`src/hdl/cotr_pkg.sv`:
```
// shared constants of the converter offset trim register bank
package cotr_pkg;

   // register bus geometry
   localparam int ADDR_W = 12;
   localparam int DATA_W = 16;
   localparam int NUM_REGS = 4;

   // printed byte offsets of the four trim registers
   localparam logic [11:0] OFS_CORE_A_SECOND_INPUT_PHASE0_OFFSET  = 12'h346;
   localparam logic [11:0] OFS_CORE_A_FIRST_INPUT_PHASE90_OFFSET  = 12'h348;
   localparam logic [11:0] OFS_CORE_A_SECOND_INPUT_PHASE90_OFFSET = 12'h34A;
   localparam logic [11:0] OFS_CORE_B_FIRST_INPUT_PHASE0_OFFSET   = 12'h34C;

   // array slot of each register inside the bank
   localparam logic [1:0] IDX_A_IN2_PH0  = 2'h0;
   localparam logic [1:0] IDX_A_IN1_PH90 = 2'h1;
   localparam logic [1:0] IDX_A_IN2_PH90 = 2'h2;
   localparam logic [1:0] IDX_B_IN1_PH0  = 2'h3;

   // field layout: offset value low, reserved nibble high
   localparam int TRIM_LSB = 0;
   localparam int TRIM_MSB = 11;
   localparam int TRIM_W   = 12;
   localparam int RSVD_LSB = 12;
   localparam int RSVD_MSB = 15;

   // value held before the fuse load arrives
   localparam logic [15:0] REG_RESET = 16'h0000;
   localparam logic [11:0] TRIM_RESET = 12'h000;
   // read answer for an unmapped address
   localparam logic [15:0] RD_UNMAPPED = 16'h0000;

endpackage
```
`src/hdl/cotr_offset_trim.sv`:
```
// Added by the designer: the strobed register port.
`timescale 1ns/1ps

// Function
// - core A, second input, 0 degree phase, calibration on: use register 0x346.
// - core A, first input, 90 degree phase, calibration on: use register 0x348.
// - core A, second input, 90 degree phase, calibration on: use register 0x34A.
// - core B, first input, 0 degree phase, calibration on: use register 0x34C.
// - registers load factory fuse values; software may read and overwrite them.
// - bits 11..0 hold the offset; bits 15..12 reserved, readable and writable.
module cotr_offset_trim (
   // clock and reset
   input  wire logic                             core_clk,
   input  wire logic                             rst_n,
   // register port
   input  wire logic [cotr_pkg::ADDR_W-1:0]      regAddr,
   input  wire logic [cotr_pkg::DATA_W-1:0]      regWrData,
   input  wire logic                             regWrStb,
   input  wire logic                             regRdStb,
   output logic      [cotr_pkg::DATA_W-1:0]      regRdData,
   // fuse storage, one load pulse with all four words
   input  wire logic                             fuseLoad,
   input  wire logic [cotr_pkg::DATA_W-1:0]      fuseCoreASecondPh0,
   input  wire logic [cotr_pkg::DATA_W-1:0]      fuseCoreAFirstPh90,
   input  wire logic [cotr_pkg::DATA_W-1:0]      fuseCoreASecondPh90,
   input  wire logic [cotr_pkg::DATA_W-1:0]      fuseCoreBFirstPh0,
   // converter operating state
   input  wire logic                             fgCalEn,
   input  wire logic                             coreASecondInput,
   input  wire logic                             coreAPhase90,
   input  wire logic                             coreBSecondInput,
   input  wire logic                             coreBPhase90,
   // offset correction towards the cores
   output logic      [cotr_pkg::TRIM_W-1:0]      coreATrim,
   output logic                                  coreATrimValid,
   output logic      [cotr_pkg::TRIM_W-1:0]      coreBTrim,
   output logic                                  coreBTrimValid
);

   // maps a bus address onto a bank slot; hit is the top bit
   function automatic logic [2:0] decodeAddr(input logic [cotr_pkg::ADDR_W-1:0] addr);
      logic [2:0] res;
      res = 3'h0;
      case (addr)
         cotr_pkg::OFS_CORE_A_SECOND_INPUT_PHASE0_OFFSET:  res = {1'b1, cotr_pkg::IDX_A_IN2_PH0};
         cotr_pkg::OFS_CORE_A_FIRST_INPUT_PHASE90_OFFSET:  res = {1'b1, cotr_pkg::IDX_A_IN1_PH90};
         cotr_pkg::OFS_CORE_A_SECOND_INPUT_PHASE90_OFFSET: res = {1'b1, cotr_pkg::IDX_A_IN2_PH90};
         cotr_pkg::OFS_CORE_B_FIRST_INPUT_PHASE0_OFFSET:   res = {1'b1, cotr_pkg::IDX_B_IN1_PH0};
         default:                                          res = 3'h0;
      endcase
      return res;
   endfunction

   // a slot takes a software write only when addressed and no fuse load is due
   function automatic logic slotWrite(input logic       hit,
                                      input logic       load,
                                      input logic [1:0] idx,
                                      input logic [1:0] slot);
      logic res;
      res = hit & ~load & (idx == slot);
      return res;
   endfunction

   // next word of one slot: fuse load first, then software, else hold
   function automatic logic [cotr_pkg::DATA_W-1:0] nextWord(input logic                        load,
                                                            input logic                        we,
                                                            input logic [cotr_pkg::DATA_W-1:0] fuse,
                                                            input logic [cotr_pkg::DATA_W-1:0] wdata,
                                                            input logic [cotr_pkg::DATA_W-1:0] cur);
      logic [cotr_pkg::DATA_W-1:0] res;
      if (load) begin
         res = fuse;
      end else if (we) begin
         res = wdata;
      end else begin
         res = cur;
      end
      return res;
   endfunction

   // offset field of a stored word; the reserved nibble never reaches a core
   function automatic logic [cotr_pkg::TRIM_W-1:0] trimField(input logic [cotr_pkg::DATA_W-1:0] word);
      logic [cotr_pkg::TRIM_W-1:0] res;
      res = word[cotr_pkg::TRIM_MSB:cotr_pkg::TRIM_LSB];
      return res;
   endfunction

   // true when calibration runs and the core sits in the wanted input and phase
   function automatic logic modeHit(input logic calEn,
                                    input logic second,
                                    input logic phase90,
                                    input logic wantSecond,
                                    input logic wantPhase90);
      logic res;
      res = calEn & (second == wantSecond) & (phase90 == wantPhase90);
      return res;
   endfunction

   // reset release through two flops, assert stays asynchronous
   logic        rstSync1_q;
   logic        rstSync2_q;
   logic        rstInt_n;

   always_ff @(posedge core_clk or negedge rst_n) begin
      if (!rst_n) begin
         rstSync1_q <= 1'b0;
         rstSync2_q <= 1'b0;
      end else begin
         rstSync1_q <= 1'b1;
         rstSync2_q <= rstSync1_q;
      end
   end
   assign rstInt_n = rstSync2_q;

   // address decode, shared by read and write
   logic [2:0]  decoded;
   logic        addrHit;
   logic [1:0]  addrIdx;
   logic        wrHit;
   logic        rdHit;

   assign decoded = decodeAddr(regAddr);
   assign addrHit = decoded[2];
   assign addrIdx = decoded[1:0];
   assign wrHit   = regWrStb & addrHit;
   assign rdHit   = regRdStb & addrHit;

   // per-slot software write enables
   logic        wrEnAIn2Ph0;
   logic        wrEnAIn1Ph90;
   logic        wrEnAIn2Ph90;
   logic        wrEnBIn1Ph0;

   // fuse load masks a same-cycle write
   assign wrEnAIn2Ph0  = slotWrite(wrHit, fuseLoad, addrIdx, cotr_pkg::IDX_A_IN2_PH0);
   assign wrEnAIn1Ph90 = slotWrite(wrHit, fuseLoad, addrIdx, cotr_pkg::IDX_A_IN1_PH90);
   assign wrEnAIn2Ph90 = slotWrite(wrHit, fuseLoad, addrIdx, cotr_pkg::IDX_A_IN2_PH90);
   assign wrEnBIn1Ph0  = slotWrite(wrHit, fuseLoad, addrIdx, cotr_pkg::IDX_B_IN1_PH0);

   // trim storage, all sixteen bits kept
   logic [cotr_pkg::DATA_W-1:0] slotAIn2Ph0_q;
   logic [cotr_pkg::DATA_W-1:0] slotAIn1Ph90_q;
   logic [cotr_pkg::DATA_W-1:0] slotAIn2Ph90_q;
   logic [cotr_pkg::DATA_W-1:0] slotBIn1Ph0_q;
   logic [cotr_pkg::DATA_W-1:0] slotAIn2Ph0_d;
   logic [cotr_pkg::DATA_W-1:0] slotAIn1Ph90_d;
   logic [cotr_pkg::DATA_W-1:0] slotAIn2Ph90_d;
   logic [cotr_pkg::DATA_W-1:0] slotBIn1Ph0_d;

   // fuse load beats a same-cycle write so factory state is never half applied
   // fuse load or software overwrite
   assign slotAIn2Ph0_d  = nextWord(fuseLoad, wrEnAIn2Ph0, fuseCoreASecondPh0, regWrData, slotAIn2Ph0_q);
   assign slotAIn1Ph90_d = nextWord(fuseLoad, wrEnAIn1Ph90, fuseCoreAFirstPh90, regWrData, slotAIn1Ph90_q);
   assign slotAIn2Ph90_d = nextWord(fuseLoad, wrEnAIn2Ph90, fuseCoreASecondPh90, regWrData, slotAIn2Ph90_q);
   assign slotBIn1Ph0_d  = nextWord(fuseLoad, wrEnBIn1Ph0, fuseCoreBFirstPh0, regWrData, slotBIn1Ph0_q);

   // slot of core A, second input, 0 degrees
   always_ff @(posedge core_clk or negedge rstInt_n) begin
      if (!rstInt_n) begin
         slotAIn2Ph0_q <= cotr_pkg::REG_RESET;
      end else begin
         slotAIn2Ph0_q <= slotAIn2Ph0_d;
      end
   end

   // slot of core A, first input, 90 degrees
   always_ff @(posedge core_clk or negedge rstInt_n) begin
      if (!rstInt_n) begin
         slotAIn1Ph90_q <= cotr_pkg::REG_RESET;
      end else begin
         slotAIn1Ph90_q <= slotAIn1Ph90_d;
      end
   end

   // slot of core A, second input, 90 degrees
   always_ff @(posedge core_clk or negedge rstInt_n) begin
      if (!rstInt_n) begin
         slotAIn2Ph90_q <= cotr_pkg::REG_RESET;
      end else begin
         slotAIn2Ph90_q <= slotAIn2Ph90_d;
      end
   end

   // slot of core B, first input, 0 degrees
   always_ff @(posedge core_clk or negedge rstInt_n) begin
      if (!rstInt_n) begin
         slotBIn1Ph0_q <= cotr_pkg::REG_RESET;
      end else begin
         slotBIn1Ph0_q <= slotBIn1Ph0_d;
      end
   end

   // read answer in the cycle after the strobe only
   logic                        rdSelAIn2Ph0;
   logic                        rdSelAIn1Ph90;
   logic                        rdSelAIn2Ph90;
   logic                        rdSelBIn1Ph0;
   logic [cotr_pkg::DATA_W-1:0] rdWord;
   logic [cotr_pkg::DATA_W-1:0] rdData_d;
   logic [cotr_pkg::DATA_W-1:0] rdData_q;

   // one-hot read select; an idle or unmapped cycle leaves every select low
   assign rdSelAIn2Ph0  = rdHit & (addrIdx == cotr_pkg::IDX_A_IN2_PH0);
   assign rdSelAIn1Ph90 = rdHit & (addrIdx == cotr_pkg::IDX_A_IN1_PH90);
   assign rdSelAIn2Ph90 = rdHit & (addrIdx == cotr_pkg::IDX_A_IN2_PH90);
   assign rdSelBIn1Ph0  = rdHit & (addrIdx == cotr_pkg::IDX_B_IN1_PH0);

   assign rdWord   = ({cotr_pkg::DATA_W{rdSelAIn2Ph0}}  & slotAIn2Ph0_q)  |
                     ({cotr_pkg::DATA_W{rdSelAIn1Ph90}} & slotAIn1Ph90_q) |
                     ({cotr_pkg::DATA_W{rdSelAIn2Ph90}} & slotAIn2Ph90_q) |
                     ({cotr_pkg::DATA_W{rdSelBIn1Ph0}}  & slotBIn1Ph0_q);
   assign rdData_d = rdHit ? rdWord : cotr_pkg::RD_UNMAPPED;

   always_ff @(posedge core_clk or negedge rstInt_n) begin
      if (!rstInt_n) begin
         rdData_q <= cotr_pkg::RD_UNMAPPED;
      end else begin
         rdData_q <= rdData_d;
      end
   end
   assign regRdData = rdData_q;

   // trim field of each slot
   logic [cotr_pkg::TRIM_W-1:0] fieldAIn2Ph0;
   logic [cotr_pkg::TRIM_W-1:0] fieldAIn1Ph90;
   logic [cotr_pkg::TRIM_W-1:0] fieldAIn2Ph90;
   logic [cotr_pkg::TRIM_W-1:0] fieldBIn1Ph0;

   assign fieldAIn2Ph0  = trimField(slotAIn2Ph0_q);
   assign fieldAIn1Ph90 = trimField(slotAIn1Ph90_q);
   assign fieldAIn2Ph90 = trimField(slotAIn2Ph90_q);
   assign fieldBIn1Ph0  = trimField(slotBIn1Ph0_q);

   // core A selection; first input at 0 degrees lives in a neighbouring bank
   logic                        selAIn2Ph0;
   logic                        selAIn1Ph90;
   logic                        selAIn2Ph90;
   logic                        selBIn1Ph0;
   logic [cotr_pkg::TRIM_W-1:0] coreATrim_d;
   logic                        coreAValid_d;
   logic [cotr_pkg::TRIM_W-1:0] coreBTrim_d;
   logic                        coreBValid_d;

   assign selAIn2Ph0  = modeHit(fgCalEn, coreASecondInput, coreAPhase90, 1'b1, 1'b0);
   assign selAIn1Ph90 = modeHit(fgCalEn, coreASecondInput, coreAPhase90, 1'b0, 1'b1);
   assign selAIn2Ph90 = modeHit(fgCalEn, coreASecondInput, coreAPhase90, 1'b1, 1'b1);
   // core B first input, 0 degrees
   assign selBIn1Ph0  = modeHit(fgCalEn, coreBSecondInput, coreBPhase90, 1'b0, 1'b0);

   assign coreATrim_d  = selAIn2Ph0  ? fieldAIn2Ph0  :
                         selAIn1Ph90 ? fieldAIn1Ph90 :
                         selAIn2Ph90 ? fieldAIn2Ph90 : cotr_pkg::TRIM_RESET;
   assign coreAValid_d = selAIn2Ph0 | selAIn1Ph90 | selAIn2Ph90;
   assign coreBTrim_d  = selBIn1Ph0 ? fieldBIn1Ph0 : cotr_pkg::TRIM_RESET;
   assign coreBValid_d = selBIn1Ph0;

   // registered towards the cores to keep the analog trim path glitch free
   always_ff @(posedge core_clk or negedge rstInt_n) begin
      if (!rstInt_n) begin
         coreATrim <= cotr_pkg::TRIM_RESET;
      end else begin
         coreATrim <= coreATrim_d;
      end
   end

   // core A valid moves on the same edge as its trim, so the pair never splits
   always_ff @(posedge core_clk or negedge rstInt_n) begin
      if (!rstInt_n) begin
         coreATrimValid <= 1'b0;
      end else begin
         coreATrimValid <= coreAValid_d;
      end
   end

   // core B trim, registered like core A
   always_ff @(posedge core_clk or negedge rstInt_n) begin
      if (!rstInt_n) begin
         coreBTrim <= cotr_pkg::TRIM_RESET;
      end else begin
         coreBTrim <= coreBTrim_d;
      end
   end

   // core B valid, paired with its trim
   always_ff @(posedge core_clk or negedge rstInt_n) begin
      if (!rstInt_n) begin
         coreBTrimValid <= 1'b0;
      end else begin
         coreBTrimValid <= coreBValid_d;
      end
   end

endmodule

```
`config.mk`:
```
export PLATFORM = sky130hd
export DESIGN_NAME = cotr_offset_trim
export DESIGN_NICKNAME = d
export VERILOG_FILES = /design/src/hdl/cotr_pkg.sv /design/src/hdl/cotr_offset_trim.sv
export SDC_FILE = /design/constraint.sdc
export NUM_CORES = 1
export LEC_CHECK = 0
export ABC_CLOCK_PERIOD_IN_PS = 6700
export BUFFER_PORTS_ARGS = -buffer_cell sky130_fd_sc_hd__buf_4
export CAP_MARGIN = 20
export CORE_MARGIN = 4
export CORE_UTILIZATION = 50
export DETAILED_ROUTE_END_ITERATION = 10
export GPL_ROUTABILITY_DRIVEN = 0
export PLACE_DENSITY = 0.84
export SYNTH_ARGS = -nofsm -noshare
export SYNTH_HDL_FRONTEND = slang
export SYNTH_SLANG_ARGS = --single-unit
```
`constraint.sdc`:
```
create_clock -name core_clk -period 6.7 [get_ports core_clk]
set_input_delay 0.67 -clock core_clk [delete_from_list [all_inputs] [get_ports core_clk]]
set_output_delay 0.67 -clock core_clk [all_outputs]
set_load 0.005 [all_outputs]
```
==> metrics.yaml <==
status: "finished, final reports clean"
use_met2: 0.384
cts_hold_buf: 0
dieHeight_um: 110
met3_usage: 0.0476
ir_drop_uv: 124
critPathLaunch: "regAddr[5]"
vias: 4081
maxSlewViolCount: 0
drcViolationCount: 0
cpPeakStageDelay_ns: 1.02
syn_area_per_cell_um2: 11.3
path_delay_family: "simple AND/OR/NAND/NOR gates"
min_period_ns: 2.73
grt_max_degree: 128
path_cells: "buf_4, or4b_4, or4_1, a221oi_1, a21oi_1"
synthCells: 458
tightest_slew_ns: 1.09
syn_to_final_growth_pct: 26.8
critPathRequiredTime_ns: 6.89
netlist.top_cell.by_area: "dfrtp_1"
worst-path-buf-inv: 1
clk_path_buf_depth: 2
cp.arrival_ns: 2.92
slowest_stage: "or4_1"
synth_ff_type: "dfrtp_1"
synth_nets: 560
grt_pass1_vias: 4154
place_hpwl_mm: 9.18
finalPower_mw: 1.31
cts_buffers: 9
via_per_inst: 5.64
drt-initial-drc-count: 235
syn-cell-area_um2: 5160
async_reset_ff_frac: 1.00
critPathCapture: "slotAIn2Ph90_q[15]$_DFFE_PN0P_"
hold_path.class: "primary input to async pin"
hold_viol_final: 0
clock-sinks: 108
antenna_found_initial: 0
yosys.area.top_type_share: 0.524
io_buffers: 143
skew_ns: 0.0170
synth_edf_count: 0
num_io_pins: 144
start_util: 0.521
cts_tree: "yes"
clk_latency_ns: 0.36
grt_pass1_wl_mm: 20.9
fin_nets: 689
fin_crit_sh: 0.407
dpl.cell_count: 706
slew_headroom: 0.272
timing.fmax_mhz: 367
placement_rows: 36
synth_area_leaders: "dfrtp_1, mux2_2, nand3b_1"
clockRootBuffer: "clkbuf_8"
cap_viol_max_count: 0
r2r-end: "slotAIn2Ph90_q[10]$_DFFE_PN0P_"
start_kind: "primary input"
r2r.worst_path.cells: 1
grt_overflow: 0
core-area_um2: 9910
ys_seq_area_frac: 0.524
wire_per_inst_um: 18.5
fin_tns_setup_ns: 0
yosys_warnings: 0
p_leak_nw: 2.92
cp.depth: 5
grt_usage: 0.227
top_usage_layer: "met2"
cts_setup_buffers: 0
ctsResizeCount: 0
cts.clk_slew.worst_paths_ns: 0.11
first_pass_iters: 7
design.die.area_um2: 12000
cp_max_fo: 31
num-fill-cells: 805
drive_gt1_frac: 0.364
setup_viol: 0
ys_ff_latch: 108
rsz0062_at_grt: "no"
globalRouteMet1Util: 0.297
critPathKind: "primary input to flip-flop"
ctsHtreeMaxLevel: 3
ys_types: 38
finalWirelength_mm: 13.4
antennaDiodeCount: 0
cp-end-kind: "flip-flop"
ant_nets: 0
detailed_place.area_um2: 6330
p_per_area_nw_per_um2: 200
postLayoutCellArea_um2: 6550
die_width_um: 110
r2r_slack_ns: 5.13
fin_util: 0.661
fin_cells: 724
worstReg2RegStart: "rstInt_n$_DFF_PN0_"
-- layout by cell type (no fill, tap or decap), drive strengths merged, types with 2 or more instances in the layout --
cell type / Yosys / routed
a31oi: 2 / 2
a22oi: 28 / 28
o21ai: 16 / 16
nand2b: 16 / 16
nor4bb: 2 / 2
nor2: 2 / 2
nand3b: 45 / 45
nand2: 47 / 47
nor4: 3 / 3
clkbuf: 26 / 10
nand4: 2 / 2
nor4b: 2 / 2
nor2b: 15 / 15
mux2i: 16 / 16
and2: 12 / 12
buf: 8 / 152
o211ai: 45 / 45
inv: 3 / 4
a21oi: 3 / 3
or4bb: 2 / 2
dfrtp: 108 / 108
clkinvlp: 0 / 3
mux2: 44 / 44
-- state kept, by name (all words and copies together), names as in the netlist, 12 cells and up --
register	cells
slotBIn1Ph0_q	16
regRdData	16
slotAIn2Ph0_q	16
slotAIn1Ph90_q	16
slotAIn2Ph90_q	16
coreBTrim	12
coreATrim	12
-- routing by layer --
metal,vias up,share of wire
met5,-,0
met4,0,0.011
met3,12,0.067
met2,141,0.51
met1,2005,0.42
li1,1923,-
-- power by group --
| group | switching, mW | internal, mW |
|---|---|---|
| clock network | 0.218 | 0.173 |
| logic | 0.0828 | 0.110 |
| registers | 0.0328 | 0.695 |
| total | 0.334 | 0.978 |
-- worst min-delay path by stage --
stage	start	end	cells after the start
after global routing	rst_n	rstInt_n$_DFF_PN0_	1
after global placement	rstInt_n$_DFF_PN0_	slotAIn2Ph90_q[12]$_DFFE_PN0P_	0
after detailed placement	rstInt_n$_DFF_PN0_	slotAIn1Ph90_q[12]$_DFFE_PN0P_	0
after CTS	rst_n	rstInt_n$_DFF_PN0_	1
final	rst_n	rstInt_n$_DFF_PN0_	1
after floorplan	rstSync1_q$_DFF_PN0_	rstInt_n$_DFF_PN0_	0
-- cells by family (layout without fill, tap and decap cells) --
logic type	Yosys count	after routing	share of synthesized area
DFF	108	108	0.524
muxes	60	60	0.127
and+or+nand+nor	155	155	0.187
buffers and inverters	37	170	0.0298
AOI/OAI and AO/OA	96	96	0.130
xor gates and xnor gates	1	1	0.00170
other	1	1	0.000726
-- cell type report --
cell class / count / area, um2 / share of cell area
Clock inverter: 5 / 61.3 / 0.00936
Multi-Input combinational cell: 313 / 2330 / 0.355
Clock buffer: 10 / 128 / 0.0195
Tap cell: 133 / 166 / 0.0254
Inverter: 3 / 11.3 / 0.00172
Sequential cell: 108 / 2710 / 0.413
Timing Repair Buffer: 152 / 1150 / 0.175
-- cell usage after synthesis (2+ instances only) --
library cell	n
dfrtp_1	108
nand2_1	47
nand3b_1	45
o211ai_1	45
mux2_2	43
a22oi_1	28
clkbuf_1	26
mux2i_1	16
nand2b_1	16
nor2b_1	15
o21ai_0	14
and2_1	12
buf_2	6
a21oi_1	3
inv_1	3
a31oi_1	2
nand4_1	2
nor2_1	2
nor4_2	2
nor4b_1	2
nor4bb_1	2
o21ai_1	2
or4bb_1	2
-- metrics by stage --
stage               worst slack, ns  hold WS [ns]
finish                         3.97        0.0628
CTS                            4.00        0.0544
global placement               3.67         0.290
global route                   3.91        0.0293
detailed placement             3.61         0.293
floorplan                      3.47         0.331
Note: power is estimated with default switching activity, not from simulation.
